File: src/xbed_regs.vh
//
// Function
// - decode jump-if-no-overflow and jump-if-not-sign short jumps, 4 or 13 clocks
// - jump-if-count-zero branches only when count register is zero, 5 or 15 clocks
// - loop decrements count and branches while non-zero, 6 or 16 clocks
// - loop-while-zero / not-zero also test zero flag, 6 or 16 clocks
// - interrupt-on-overflow raises interrupt only if overflow set, 48 or 4 clocks
// - bounds check with mode byte, register against memory range, 33 to 35 clocks
// - bus lock prefix asserts lock for next instruction, costs 2 clocks
// - effective address takes 4 clocks, included in instruction counts
// - mode 11 makes the register/memory field a second register selector
// - mode 00 no disp, mode 01 sign-extended byte, mode 10 full word
// - codes 000-011 add base, index and displacement
// - codes 100-111 add displacement to one register: si, di, bp, bx
// - mode 00 with code 110 uses the displacement word directly
// - displacement bytes follow the second byte, before immediate data
// - segment override prefix 001 ss 110 picks es, cs, ss, ds
// - register field picks word registers, or low then high bytes
// - frame-pointer-based operands default to the stack segment
// - string destinations via destination index always use extra segment
//
`ifndef XBED_REGS_VH
`define XBED_REGS_VH
// opcodes
`define XBED_OP_JNOVF   8'h71
`define XBED_OP_JNSIGN  8'h79
`define XBED_OP_JCZ     8'hE3
`define XBED_OP_LOOP    8'hE2
`define XBED_OP_LOOPZ   8'hE1
`define XBED_OP_LOOPNZ  8'hE0
`define XBED_OP_INTOVF  8'hCE
`define XBED_OP_BOUND   8'h62
`define XBED_OP_LOCK    8'hF0
// segment override prefix pattern
`define XBED_SEG_MASK   8'hE7
`define XBED_SEG_PAT    8'h26
// field positions in the mode byte
`define XBED_MOD_HI     7
`define XBED_MOD_LO     6
`define XBED_REG_HI     5
`define XBED_REG_LO     3
`define XBED_RM_HI      2
`define XBED_RM_LO      0
// segment selector codes
`define XBED_SEG_ES     2'h0
`define XBED_SEG_CS     2'h1
`define XBED_SEG_SS     2'h2
`define XBED_SEG_DS     2'h3
// clock counts: not taken / taken
`define XBED_T_JCC_NT   8'h04
`define XBED_T_JCC_TK   8'h0D
`define XBED_T_JCZ_NT   8'h05
`define XBED_T_JCZ_TK   8'h0F
`define XBED_T_LOOP_NT  8'h06
`define XBED_T_LOOP_TK  8'h10
`define XBED_T_INTERRUPT_ON_OVERFLOW_TK  8'h30
`define XBED_T_INTERRUPT_ON_OVERFLOW_NT  8'h04
`define XBED_T_BOUND_IN 8'h21
`define XBED_T_BOUND_LO 8'h23
`define XBED_T_LOCK     8'h02
`define XBED_T_EA       8'h04
`define XBED_T_OTHER    8'h02
`endif

File: src/xbed_ea_calc.v
`timescale 1ns/1ps
`include "xbed_regs.vh"
// --------------------------------------------------------------
// effective address and default segment from mode byte
// --------------------------------------------------------------
module xbed_ea_calc (
   input  wire [7:0]  modrm_in,      // mode/reg/rm byte
   input  wire [7:0]  disp_lo_in,    // low displacement byte
   input  wire [7:0]  disp_hi_in,    // high displacement byte
   input  wire [15:0] bx_in,         // base register
   input  wire [15:0] bp_in,         // frame pointer
   input  wire [15:0] si_in,         // source index
   input  wire [15:0] di_in,         // destination index
   output reg  [15:0] ea_out,        // effective address
   output reg  [1:0]  seg_out,       // default segment
   output wire        is_reg_out     // operand is a register
);
   wire [1:0] mode = modrm_in[`XBED_MOD_HI:`XBED_MOD_LO];
   wire [2:0] rm   = modrm_in[`XBED_RM_HI:`XBED_RM_LO];
   reg  [15:0] disp;
   reg  [15:0] base;

   assign is_reg_out = (mode == 2'h3);

   // displacement sizing
   always @* begin
      case (mode)
         2'h1:    disp = {{8{disp_lo_in[7]}}, disp_lo_in};
         2'h2:    disp = {disp_hi_in, disp_lo_in};
         default: disp = 16'h0000;
      endcase
   end

   // base and index sum; bp forms use the stack segment
   always @* begin
      seg_out = `XBED_SEG_DS;
      case (rm)
         3'h0: base = bx_in + si_in;
         3'h1: base = bx_in + di_in;
         3'h2: begin
            base    = bp_in + si_in;
            seg_out = `XBED_SEG_SS;
         end
         3'h3: begin
            base    = bp_in + di_in;
            seg_out = `XBED_SEG_SS;
         end
         3'h4: base = si_in;
         3'h5: base = di_in;
         3'h6: begin
            base    = bp_in;
            seg_out = `XBED_SEG_SS;
         end
         default: base = bx_in;
      endcase
      if (mode == 2'h0 && rm == 3'h6) begin
         base    = 16'h0000;
         seg_out = `XBED_SEG_DS;
      end
   end

   // direct address takes the word from the displacement slot
   always @* begin
      if (mode == 2'h0 && rm == 3'h6)
         ea_out = {disp_hi_in, disp_lo_in};
      else
         ea_out = base + disp;
   end
endmodule // xbed_ea_calc

File: src/xbed_decoder.v
`timescale 1ns/1ps
`include "xbed_regs.vh"
// --------------------------------------------------------------
// branch / address decoder: one byte per clock from program memory
// --------------------------------------------------------------
module xbed_decoder (
   input  wire        clk_in,          // 10 MHz clock
   input  wire        rstn_in,         // async reset, active low
   input  wire [7:0]  byte_in,         // instruction byte
   input  wire        byte_valid_in,   // byte present
   output wire        byte_ready_out,  // byte taken this clock
   input  wire [15:0] cx_in,           // count register value
   input  wire [15:0] bx_in,           // base register
   input  wire [15:0] bp_in,           // frame pointer
   input  wire [15:0] si_in,           // source index
   input  wire [15:0] di_in,           // destination index
   input  wire [15:0] bound_val_in,    // register under bounds check
   input  wire [15:0] bound_lo_in,     // lower bound from memory
   input  wire [15:0] bound_hi_in,     // upper bound from memory
   input  wire        zf_in,           // zero flag
   input  wire        of_in,           // overflow flag
   input  wire        sf_in,           // sign flag
   input  wire        string_dst_in,   // operand is a string destination
   input  wire        byte_op_in,      // w = 0 byte operation
   output reg         done_out,        // instruction finished, one pulse
   output reg  [7:0]  opcode_out,      // decoded opcode
   output reg  [7:0]  clocks_out,      // clocks charged
   output reg         taken_out,       // branch or trap taken
   output reg  [15:0] disp_out,        // sign-extended branch displacement
   output reg         cx_we_out,       // write back decremented count
   output reg  [15:0] cx_new_out,      // decremented count
   output reg         interrupt_on_overflow_trap_out,   // overflow interrupt raised
   output reg         bound_trap_out,  // value out of range
   output reg         lock_out,        // bus lock for the instruction
   output reg  [15:0] ea_out,          // effective address
   output reg  [1:0]  seg_out,         // segment register used
   output reg         rm_is_reg_out,   // second operand is a register
   output reg  [3:0]  reg_sel_out,     // {high byte, word index}
   output reg  [3:0]  rm_sel_out       // register from rm field
);
   // states
   localparam S_OP    = 6'h01;
   localparam S_DISP8 = 6'h02;
   localparam S_MODRM = 6'h04;
   localparam S_DLO   = 6'h08;
   localparam S_DHI   = 6'h10;
   localparam S_WAIT  = 6'h20;

   reg [5:0]  state_q, state_d;
   reg [7:0]  op_q;
   reg [7:0]  modrm_q;
   reg [7:0]  dlo_q;
   reg [7:0]  dhi_q;
   reg        lock_q;
   reg        segovr_q;
   reg [1:0]  segsel_q;
   reg [7:0]  wait_q;

   wire [15:0] ea_w;
   wire [1:0]  seg_w;
   wire        isreg_w;

   // --------------------------------------------------------------
   // address calculation
   // --------------------------------------------------------------
   xbed_ea_calc u_ea (
      .modrm_in   (modrm_q),
      .disp_lo_in (dlo_q),
      .disp_hi_in (dhi_q),
      .bx_in      (bx_in),
      .bp_in      (bp_in),
      .si_in      (si_in),
      .di_in      (di_in),
      .ea_out     (ea_w),
      .seg_out    (seg_w),
      .is_reg_out (isreg_w)
   );

   // byte stream is stalled while the cycle count runs down
   assign byte_ready_out = (state_q != S_WAIT);
   wire take = byte_valid_in && byte_ready_out;

   wire [1:0] mode_b = byte_in[`XBED_MOD_HI:`XBED_MOD_LO];
   wire [2:0] rm_b   = byte_in[`XBED_RM_HI:`XBED_RM_LO];
   wire       dir_b  = (mode_b == 2'h0) && (rm_b == 3'h6);
   wire [15:0] cx_dec = cx_in - 16'h0001;
   wire       is_br  = (op_q == `XBED_OP_JNOVF) || (op_q == `XBED_OP_JNSIGN) ||
                       (op_q == `XBED_OP_JCZ) || (op_q == `XBED_OP_LOOP) ||
                       (op_q == `XBED_OP_LOOPZ) || (op_q == `XBED_OP_LOOPNZ);

   // branch condition and clocks for the short-displacement group
   reg        br_tk;
   reg [7:0]  br_nt, br_t;
   always @* begin
      br_tk = 1'b0;
      br_nt = `XBED_T_JCC_NT;
      br_t  = `XBED_T_JCC_TK;
      case (op_q)
         `XBED_OP_JNOVF:  br_tk = !of_in;
         `XBED_OP_JNSIGN: br_tk = !sf_in;
         `XBED_OP_JCZ: begin
            br_tk = (cx_in == 16'h0000);
            br_nt = `XBED_T_JCZ_NT;
            br_t  = `XBED_T_JCZ_TK;
         end
         `XBED_OP_LOOP: begin
            br_tk = (cx_dec != 16'h0000);
            br_nt = `XBED_T_LOOP_NT;
            br_t  = `XBED_T_LOOP_TK;
         end
         `XBED_OP_LOOPZ: begin
            br_tk = (cx_dec != 16'h0000) && zf_in;
            br_nt = `XBED_T_LOOP_NT;
            br_t  = `XBED_T_LOOP_TK;
         end
         `XBED_OP_LOOPNZ: begin
            br_tk = (cx_dec != 16'h0000) && !zf_in;
            br_nt = `XBED_T_LOOP_NT;
            br_t  = `XBED_T_LOOP_TK;
         end
         default: br_tk = 1'b0;
      endcase
   end

   // bounds test on the finished modrm; register form counts 33, memory 35
   wire       bnd_out = ($signed(bound_val_in) < $signed(bound_lo_in)) ||
                        ($signed(bound_val_in) > $signed(bound_hi_in));
   wire [7:0] bnd_clk = isreg_w ? `XBED_T_BOUND_IN : `XBED_T_BOUND_LO;

   // --------------------------------------------------------------
   // sequencer
   // --------------------------------------------------------------
   reg        fin;      // instruction completes on this byte
   always @* begin
      state_d = state_q;
      fin     = 1'b0;
      case (state_q)
         S_OP: if (take) begin
            if (byte_in == `XBED_OP_LOCK || (byte_in & `XBED_SEG_MASK) == `XBED_SEG_PAT)
               state_d = S_WAIT;
            else if (byte_in == `XBED_OP_BOUND)
               state_d = S_MODRM;
            else if (byte_in[7:4] == 4'h7 || byte_in[7:2] == 6'h38)
               state_d = S_DISP8;
            else begin
               state_d = S_WAIT;
               fin     = 1'b1;
            end
         end
         S_DISP8: if (take) begin
            state_d = S_WAIT;
            fin     = 1'b1;
         end
         S_MODRM: if (take) begin
            // displacement follows the mode byte directly
            if (mode_b == 2'h1 || mode_b == 2'h2 || dir_b)
               state_d = S_DLO;
            else begin
               state_d = S_WAIT;
               fin     = 1'b1;
            end
         end
         S_DLO: if (take) begin
            if (modrm_q[7:6] == 2'h2 || (modrm_q[7:6] == 2'h0))
               state_d = S_DHI;
            else begin
               state_d = S_WAIT;
               fin     = 1'b1;
            end
         end
         S_DHI: if (take) begin
            state_d = S_WAIT;
            fin     = 1'b1;
         end
         S_WAIT: if (wait_q <= 8'h01)
            state_d = S_OP;
         default: state_d = S_OP;
      endcase
   end

   // state and byte capture
   always @(posedge clk_in or negedge rstn_in) begin
      if (!rstn_in) begin
         state_q  <= S_OP;
         op_q     <= 8'h00;
         modrm_q  <= 8'h00;
         dlo_q    <= 8'h00;
         dhi_q    <= 8'h00;
         lock_q   <= 1'b0;
         segovr_q <= 1'b0;
         segsel_q <= 2'h0;
         wait_q   <= 8'h00;
      end else begin
         state_q <= state_d;
         // prefixes apply to one instruction only; cleared ahead of the capture
         // below so a prefix taken on the completion edge still lands
         if (done_out) begin
            lock_q   <= 1'b0;
            segovr_q <= 1'b0;
         end
         if (state_q == S_OP && take) begin
            op_q <= byte_in;
            if (byte_in == `XBED_OP_LOCK)
               lock_q <= 1'b1;
            if ((byte_in & `XBED_SEG_MASK) == `XBED_SEG_PAT) begin
               segovr_q <= 1'b1;
               segsel_q <= byte_in[4:3];
            end
            if (byte_in == `XBED_OP_LOCK || (byte_in & `XBED_SEG_MASK) == `XBED_SEG_PAT)
               wait_q <= `XBED_T_LOCK;
         end
         if (state_q == S_MODRM && take) begin
            modrm_q <= byte_in;
            dlo_q   <= 8'h00;
            dhi_q   <= 8'h00;
         end
         if ((state_q == S_DLO || state_q == S_DISP8) && take)
            dlo_q <= byte_in;
         if (state_q == S_DHI && take)
            dhi_q <= byte_in;
         if (state_q == S_WAIT)
            wait_q <= wait_q - 8'h01;
         // hold one clock in S_WAIT after the closing byte, whatever count is charged
         if (fin)
            wait_q <= 8'h01;
      end
   end

   // --------------------------------------------------------------
   // results, registered as the wait state after the closing byte ends
   // --------------------------------------------------------------
   // trap decision is taken from the flag level at completion
   wire       intt = of_in;
   always @(posedge clk_in or negedge rstn_in) begin
      if (!rstn_in) begin
         done_out       <= 1'b0;
         opcode_out     <= 8'h00;
         clocks_out     <= 8'h00;
         taken_out      <= 1'b0;
         disp_out       <= 16'h0000;
         cx_we_out      <= 1'b0;
         cx_new_out     <= 16'h0000;
         interrupt_on_overflow_trap_out  <= 1'b0;
         bound_trap_out <= 1'b0;
         lock_out       <= 1'b0;
         ea_out         <= 16'h0000;
         seg_out        <= 2'h0;
         rm_is_reg_out  <= 1'b0;
         reg_sel_out    <= 4'h0;
         rm_sel_out     <= 4'h0;
      end else begin
         done_out       <= 1'b0;
         cx_we_out      <= 1'b0;
         interrupt_on_overflow_trap_out  <= 1'b0;
         bound_trap_out <= 1'b0;
         if (state_q == S_WAIT && wait_q <= 8'h01 && op_q != `XBED_OP_LOCK &&
             (op_q & `XBED_SEG_MASK) != `XBED_SEG_PAT) begin
            done_out <= 1'b1;
            lock_out <= lock_q;
            if (is_br) begin
               // first count not taken, second taken
               taken_out  <= br_tk;
               clocks_out <= br_tk ? br_t : br_nt;
               disp_out   <= {{8{dlo_q[7]}}, dlo_q};
               cx_we_out  <= (op_q[7:2] == 6'h38) && (op_q != `XBED_OP_JCZ);
               cx_new_out <= cx_dec;
            end else if (op_q == `XBED_OP_INTOVF) begin
               taken_out     <= intt;
               interrupt_on_overflow_trap_out <= intt;
               clocks_out    <= intt ? `XBED_T_INTERRUPT_ON_OVERFLOW_TK : `XBED_T_INTERRUPT_ON_OVERFLOW_NT;
            end else if (op_q == `XBED_OP_BOUND) begin
               // address time is inside the listed count, not added
               clocks_out     <= bnd_clk;
               bound_trap_out <= bnd_out;
               taken_out      <= bnd_out;
               ea_out         <= ea_w;
               rm_is_reg_out  <= isreg_w;
               reg_sel_out    <= {byte_op_in & modrm_q[5], modrm_q[5:3] &
                                  {~byte_op_in, 2'h3}};
               rm_sel_out     <= {byte_op_in & modrm_q[2], modrm_q[2:0] &
                                  {~byte_op_in, 2'h3}};
               if (string_dst_in)
                  seg_out <= `XBED_SEG_ES;
               else if (segovr_q)
                  seg_out <= segsel_q;
               else
                  seg_out <= seg_w;
            end else begin
               taken_out  <= 1'b0;
               clocks_out <= `XBED_T_OTHER;
            end
            opcode_out <= op_q;
         end
      end
   end
endmodule // xbed_decoder

File: config.mk
export PLATFORM = sky130hd
export DESIGN_NAME = xbed_decoder
export DESIGN_NICKNAME = d
export VERILOG_FILES = /design/src/xbed_ea_calc.v /design/src/xbed_decoder.v
export VERILOG_INCLUDE_DIRS = /design/src
export SDC_FILE = /design/constraint.sdc
export NUM_CORES = 1
export LEC_CHECK = 0
export BUFFER_PORTS_ARGS = -buffer_cell sky130_fd_sc_hd__buf_2
export CAP_MARGIN = 15
export CORE_ASPECT_RATIO = 1.25
export CORE_UTILIZATION = 35
export DETAILED_ROUTE_END_ITERATION = 10
export HOLD_SLACK_MARGIN = 0.1
export PLACE_DENSITY = 0.68
export SLEW_MARGIN = 20
export SYNTH_ARGS = -nofsm -noshare
export SYNTH_HDL_FRONTEND = slang
export SYNTH_SLANG_ARGS = --single-unit
File: constraint.sdc
create_clock -name clk_in -period 7.7 [get_ports clk_in]
set_input_delay 1.54 -clock clk_in [delete_from_list [all_inputs] [get_ports clk_in]]
set_output_delay 1.54 -clock clk_in [all_outputs]
set_load 0.03 [all_outputs]
==> metrics.csv <==
metric,value,unit
status,"finished, violations left",
violations,DRC,
path_clk_slew,70,ps
yosysSeqAreaShare,0.3065,
globalplace.congestion,0.8997,
io_pins,226,
holdCritStartpoint,ea_out[8]$_DFFE_PN0P_,
startpoint_type,flop,
die_x,152.3,um
cts_tree,yes,
required,8040,ps
cpMaxStageDelayCell,and2_1,
critPathArrivalTime,6300,ps
hold_viol,0,
holdCritPathClass,flop to flop,
drive_above_1_share,0.2495,
syn_area,0.009883,mm^2
syn_area_per_cell,8.418,um^2
slew_viol_final,0,
cpPeakStageDelay,710,ps
crit-reg2reg-launch,modrm_q[2]$_DFFE_PN0P_,
antenna_found_initial,5,
grt_pass1_wl,46690,um
synth_edf_count,0,
route.detailed.drc,17,
root_buffer,clkbuf_16,
numCtsBuffers,17,
clock-sinks,121,
critPathKind,flop to flop,
grt_util_met2,0.3543,
met1_usage,0.2466,
ff2ff_path_depth,26,
drtAntennaViolNets,0,
holdPathStages,2,
syn_to_final_growth,19.70,%
synth_area_leader_cell,dfrtp_1,
grt_pass1_vias,9137,
rsz0062_at_grt,false,
ir_drop,0.1368,mV
post_cts_buffers,0,
busiest_layer,met2,
use_met3,0.04100,
multi_input_area,0.006347,mm^2
synth.distinct_cells,68,
tns,0,ps
drt-wirelength-per-cell,16.43,um
die-area,0.02892,mm^2
ff2ff_setup_slack,1740,ps
overflow,0,
fp.dieH,189.9,um
cts.path.max_buffers,2,
final_nets,1602,
vias,9244,
hold_end,ea_out[8]$_DFFE_PN0P_,
htreeDepth,4,
leakage,0.005847,uW
viasPerCell,5.343,
fin_crit,5963,ps
ys.flop_type,dfrtp_1,
p_per_area,210.4,mW/mm^2
fp-row-count,68,
fmax,167.7,MHz
tightest_slew,814.7,ps
min_period_over_period,0.7744,
async_flop_share,1.000,
synth_area_leaders,"dfrtp_1, ha_1, nand2_1, mux2_2, o21ai_0",
rr_endpoint,ea_out[15]$_DFFE_PN0P_,
cts_resized,0,
register_area,0.003029,mm^2
cpMostUsedCell,a211oi_1,
core,0.02765,mm^2
relSlewSlack,0.4569,
drt_iter0_drc,511,
syn_inst,1174,
maxCapViolations,0,
nFillCells,2732,
yosysTopAreaCellShare,0.3038,
crit_path_max_fanout,16,
cts_hold_buffers,0,
firstDrtPassIters,9,
critPathCaptureType,flop,
final_util,0.4278,
wl,28430,um
gr-usage-all-layers,0.2003,
power.total,2488,uW
grt_max_degree,79,
initial_core_util,0.3574,
dp_hpwl,21890,um
clock_latency,420,ps
yosysWarningCount,0,
skew,9.256,ps
finalSetupViolCount,0,
port_buffers,223,
synth-seq-cells,121,
layout by cell type (no fill, tap or decap), types with 8 or more instances in the layout:
master,netlist,layout
inv_1,63,63
o21ai_0,117,117
buf_4,10,9
buf_2,0,222
a31oi_1,12,12
nand2_1,183,183
o221ai_1,8,8
and2_1,11,11
a21oi_1,55,55
nor2b_1,16,16
and3_1,8,8
mux2_4,8,8
ha_1,89,89
nor2_1,64,64
nand2b_1,14,14
nand4_1,9,9
o31ai_1,8,8
nor3_1,23,23
o22ai_1,18,18
nand3_1,15,15
xnor2_1,29,29
a21o_1,27,27
clkbuf_16,0,17
nand3b_1,8,8
a21boi_0,10,10
a211oi_1,15,15
xor2_1,27,27
mux2_2,60,60
dfrtp_1,120,120
routing by layer:
layer | routed length, um | share of wire
met1 | 12370 | 0.44
met4 | 324 | 0.011
met2 | 13950 | 0.49
met5 | 51 | 0.0018
met3 | 1728 | 0.061
logic make-up (layout without fill, tap and decap cells):
logic type | count (synthesis) | count (layout) | synth area share
multiplexers | 75 | 75 | 0.08761
AND/OR/NAND/NOR | 396 | 396 | 0.1934
XOR/XNOR | 56 | 56 | 0.04963
buffers and inverters | 124 | 328 | 0.05165
other | 1 | 3 | 0.0003794
flip-flops | 121 | 121 | 0.3065
AO/OA/AOI/OAI | 309 | 309 | 0.1921
adder cells (fa/ha/maj) | 92 | 92 | 0.1187
worst max-delay path by stage:
stage          cells past startpoint                endpoint                   start  slack, ps
3_5_place_dp                      23  ea_out[15]$_DFFE_PN0P_                di_in[0]       1590
3_3_place_gp                      25  ea_out[15]$_DFFE_PN0P_                di_in[0]       1670
5_1_grt                           26  ea_out[15]$_DFFE_PN0P_  modrm_q[1]$_DFFE_PN0P_       1210
4_1_cts                           26  ea_out[15]$_DFFE_PN0P_  modrm_q[2]$_DFFE_PN0P_       1720
6_report                          26  ea_out[15]$_DFFE_PN0P_  modrm_q[2]$_DFFE_PN0P_       1740
2_1_floorplan                     24  ea_out[15]$_DFFE_PN0P_                di_in[0]       2170
power breakdown:
part	internal, uW	leakage [uW]	switching [uW]
Combinational	317	0.00413	516
Sequential	753	0.00143	117
Clock	457	0.000288	329
Total	1530	0.00585	962
worst max-delay path: cells and delay by family, from the launching register on:
kind | cells | cell delay, ps
xor+xnor | 3 | 490
fa+ha+maj | 3 | 690
buf+inv | 1 | 80
mux | 2 | 520
compound gates | 9 | 1900
flops | 1 | 370
simple gates | 8 | 1810
state kept, by name, summed over array words and instances (netlist names), 2 cells and up:
name         count
cx_new_out      16
dhi_q            8
wait_q           8
clocks_out       6
disp_out         8
modrm_q          8
reg_sel_out      4
opcode_out       8
state_q          6
segsel_q         2
rm_sel_out       4
op_q             8
dlo_q            8
ea_out          16
seg_out          2
final cells by class:
cell class | instances | share of cell area
Clock inverter | 15 | 0.01333
Inverter | 64 | 0.02031
Timing Repair Buffer | 232 | 0.1006
Multi-Input combinational cell | 930 | 0.5365
Clock buffer | 17 | 0.03596
Antenna cell | 1 | 0.0002115
Sequential cell | 121 | 0.2561
Tap cell | 350 | 0.03702
cell usage after synthesis, drive strengths merged (9+ instances only):
library cell    n
nand2         184
dfrtp         120
o21ai         117
ha             89
mux2           68
nor2           65
inv            63
a21oi          55
clkbuf         45
xnor2          29
a21o           27
xor2           27
nor3           24
o22ai          18
nor2b          16
a211oi         15
buf            15
nand3          15
nand2b         14
a31oi          12
and2           11
a21boi         10
nand4           9
stage by stage:
step	instances	setup WS [ps]	instance area, um^2	hold slack [ps]
after floorplan	1175	2173	9887	446.0
after global placement	1697	1669	11240	446.7
after detailed placement	1697	1590	11240	463.3
after CTS	1729	1720	11820	481.3
after global routing	1730	1213	11830	500.9
final	1730	1737	11830	476.1
(Power assumes the default switching activity.)
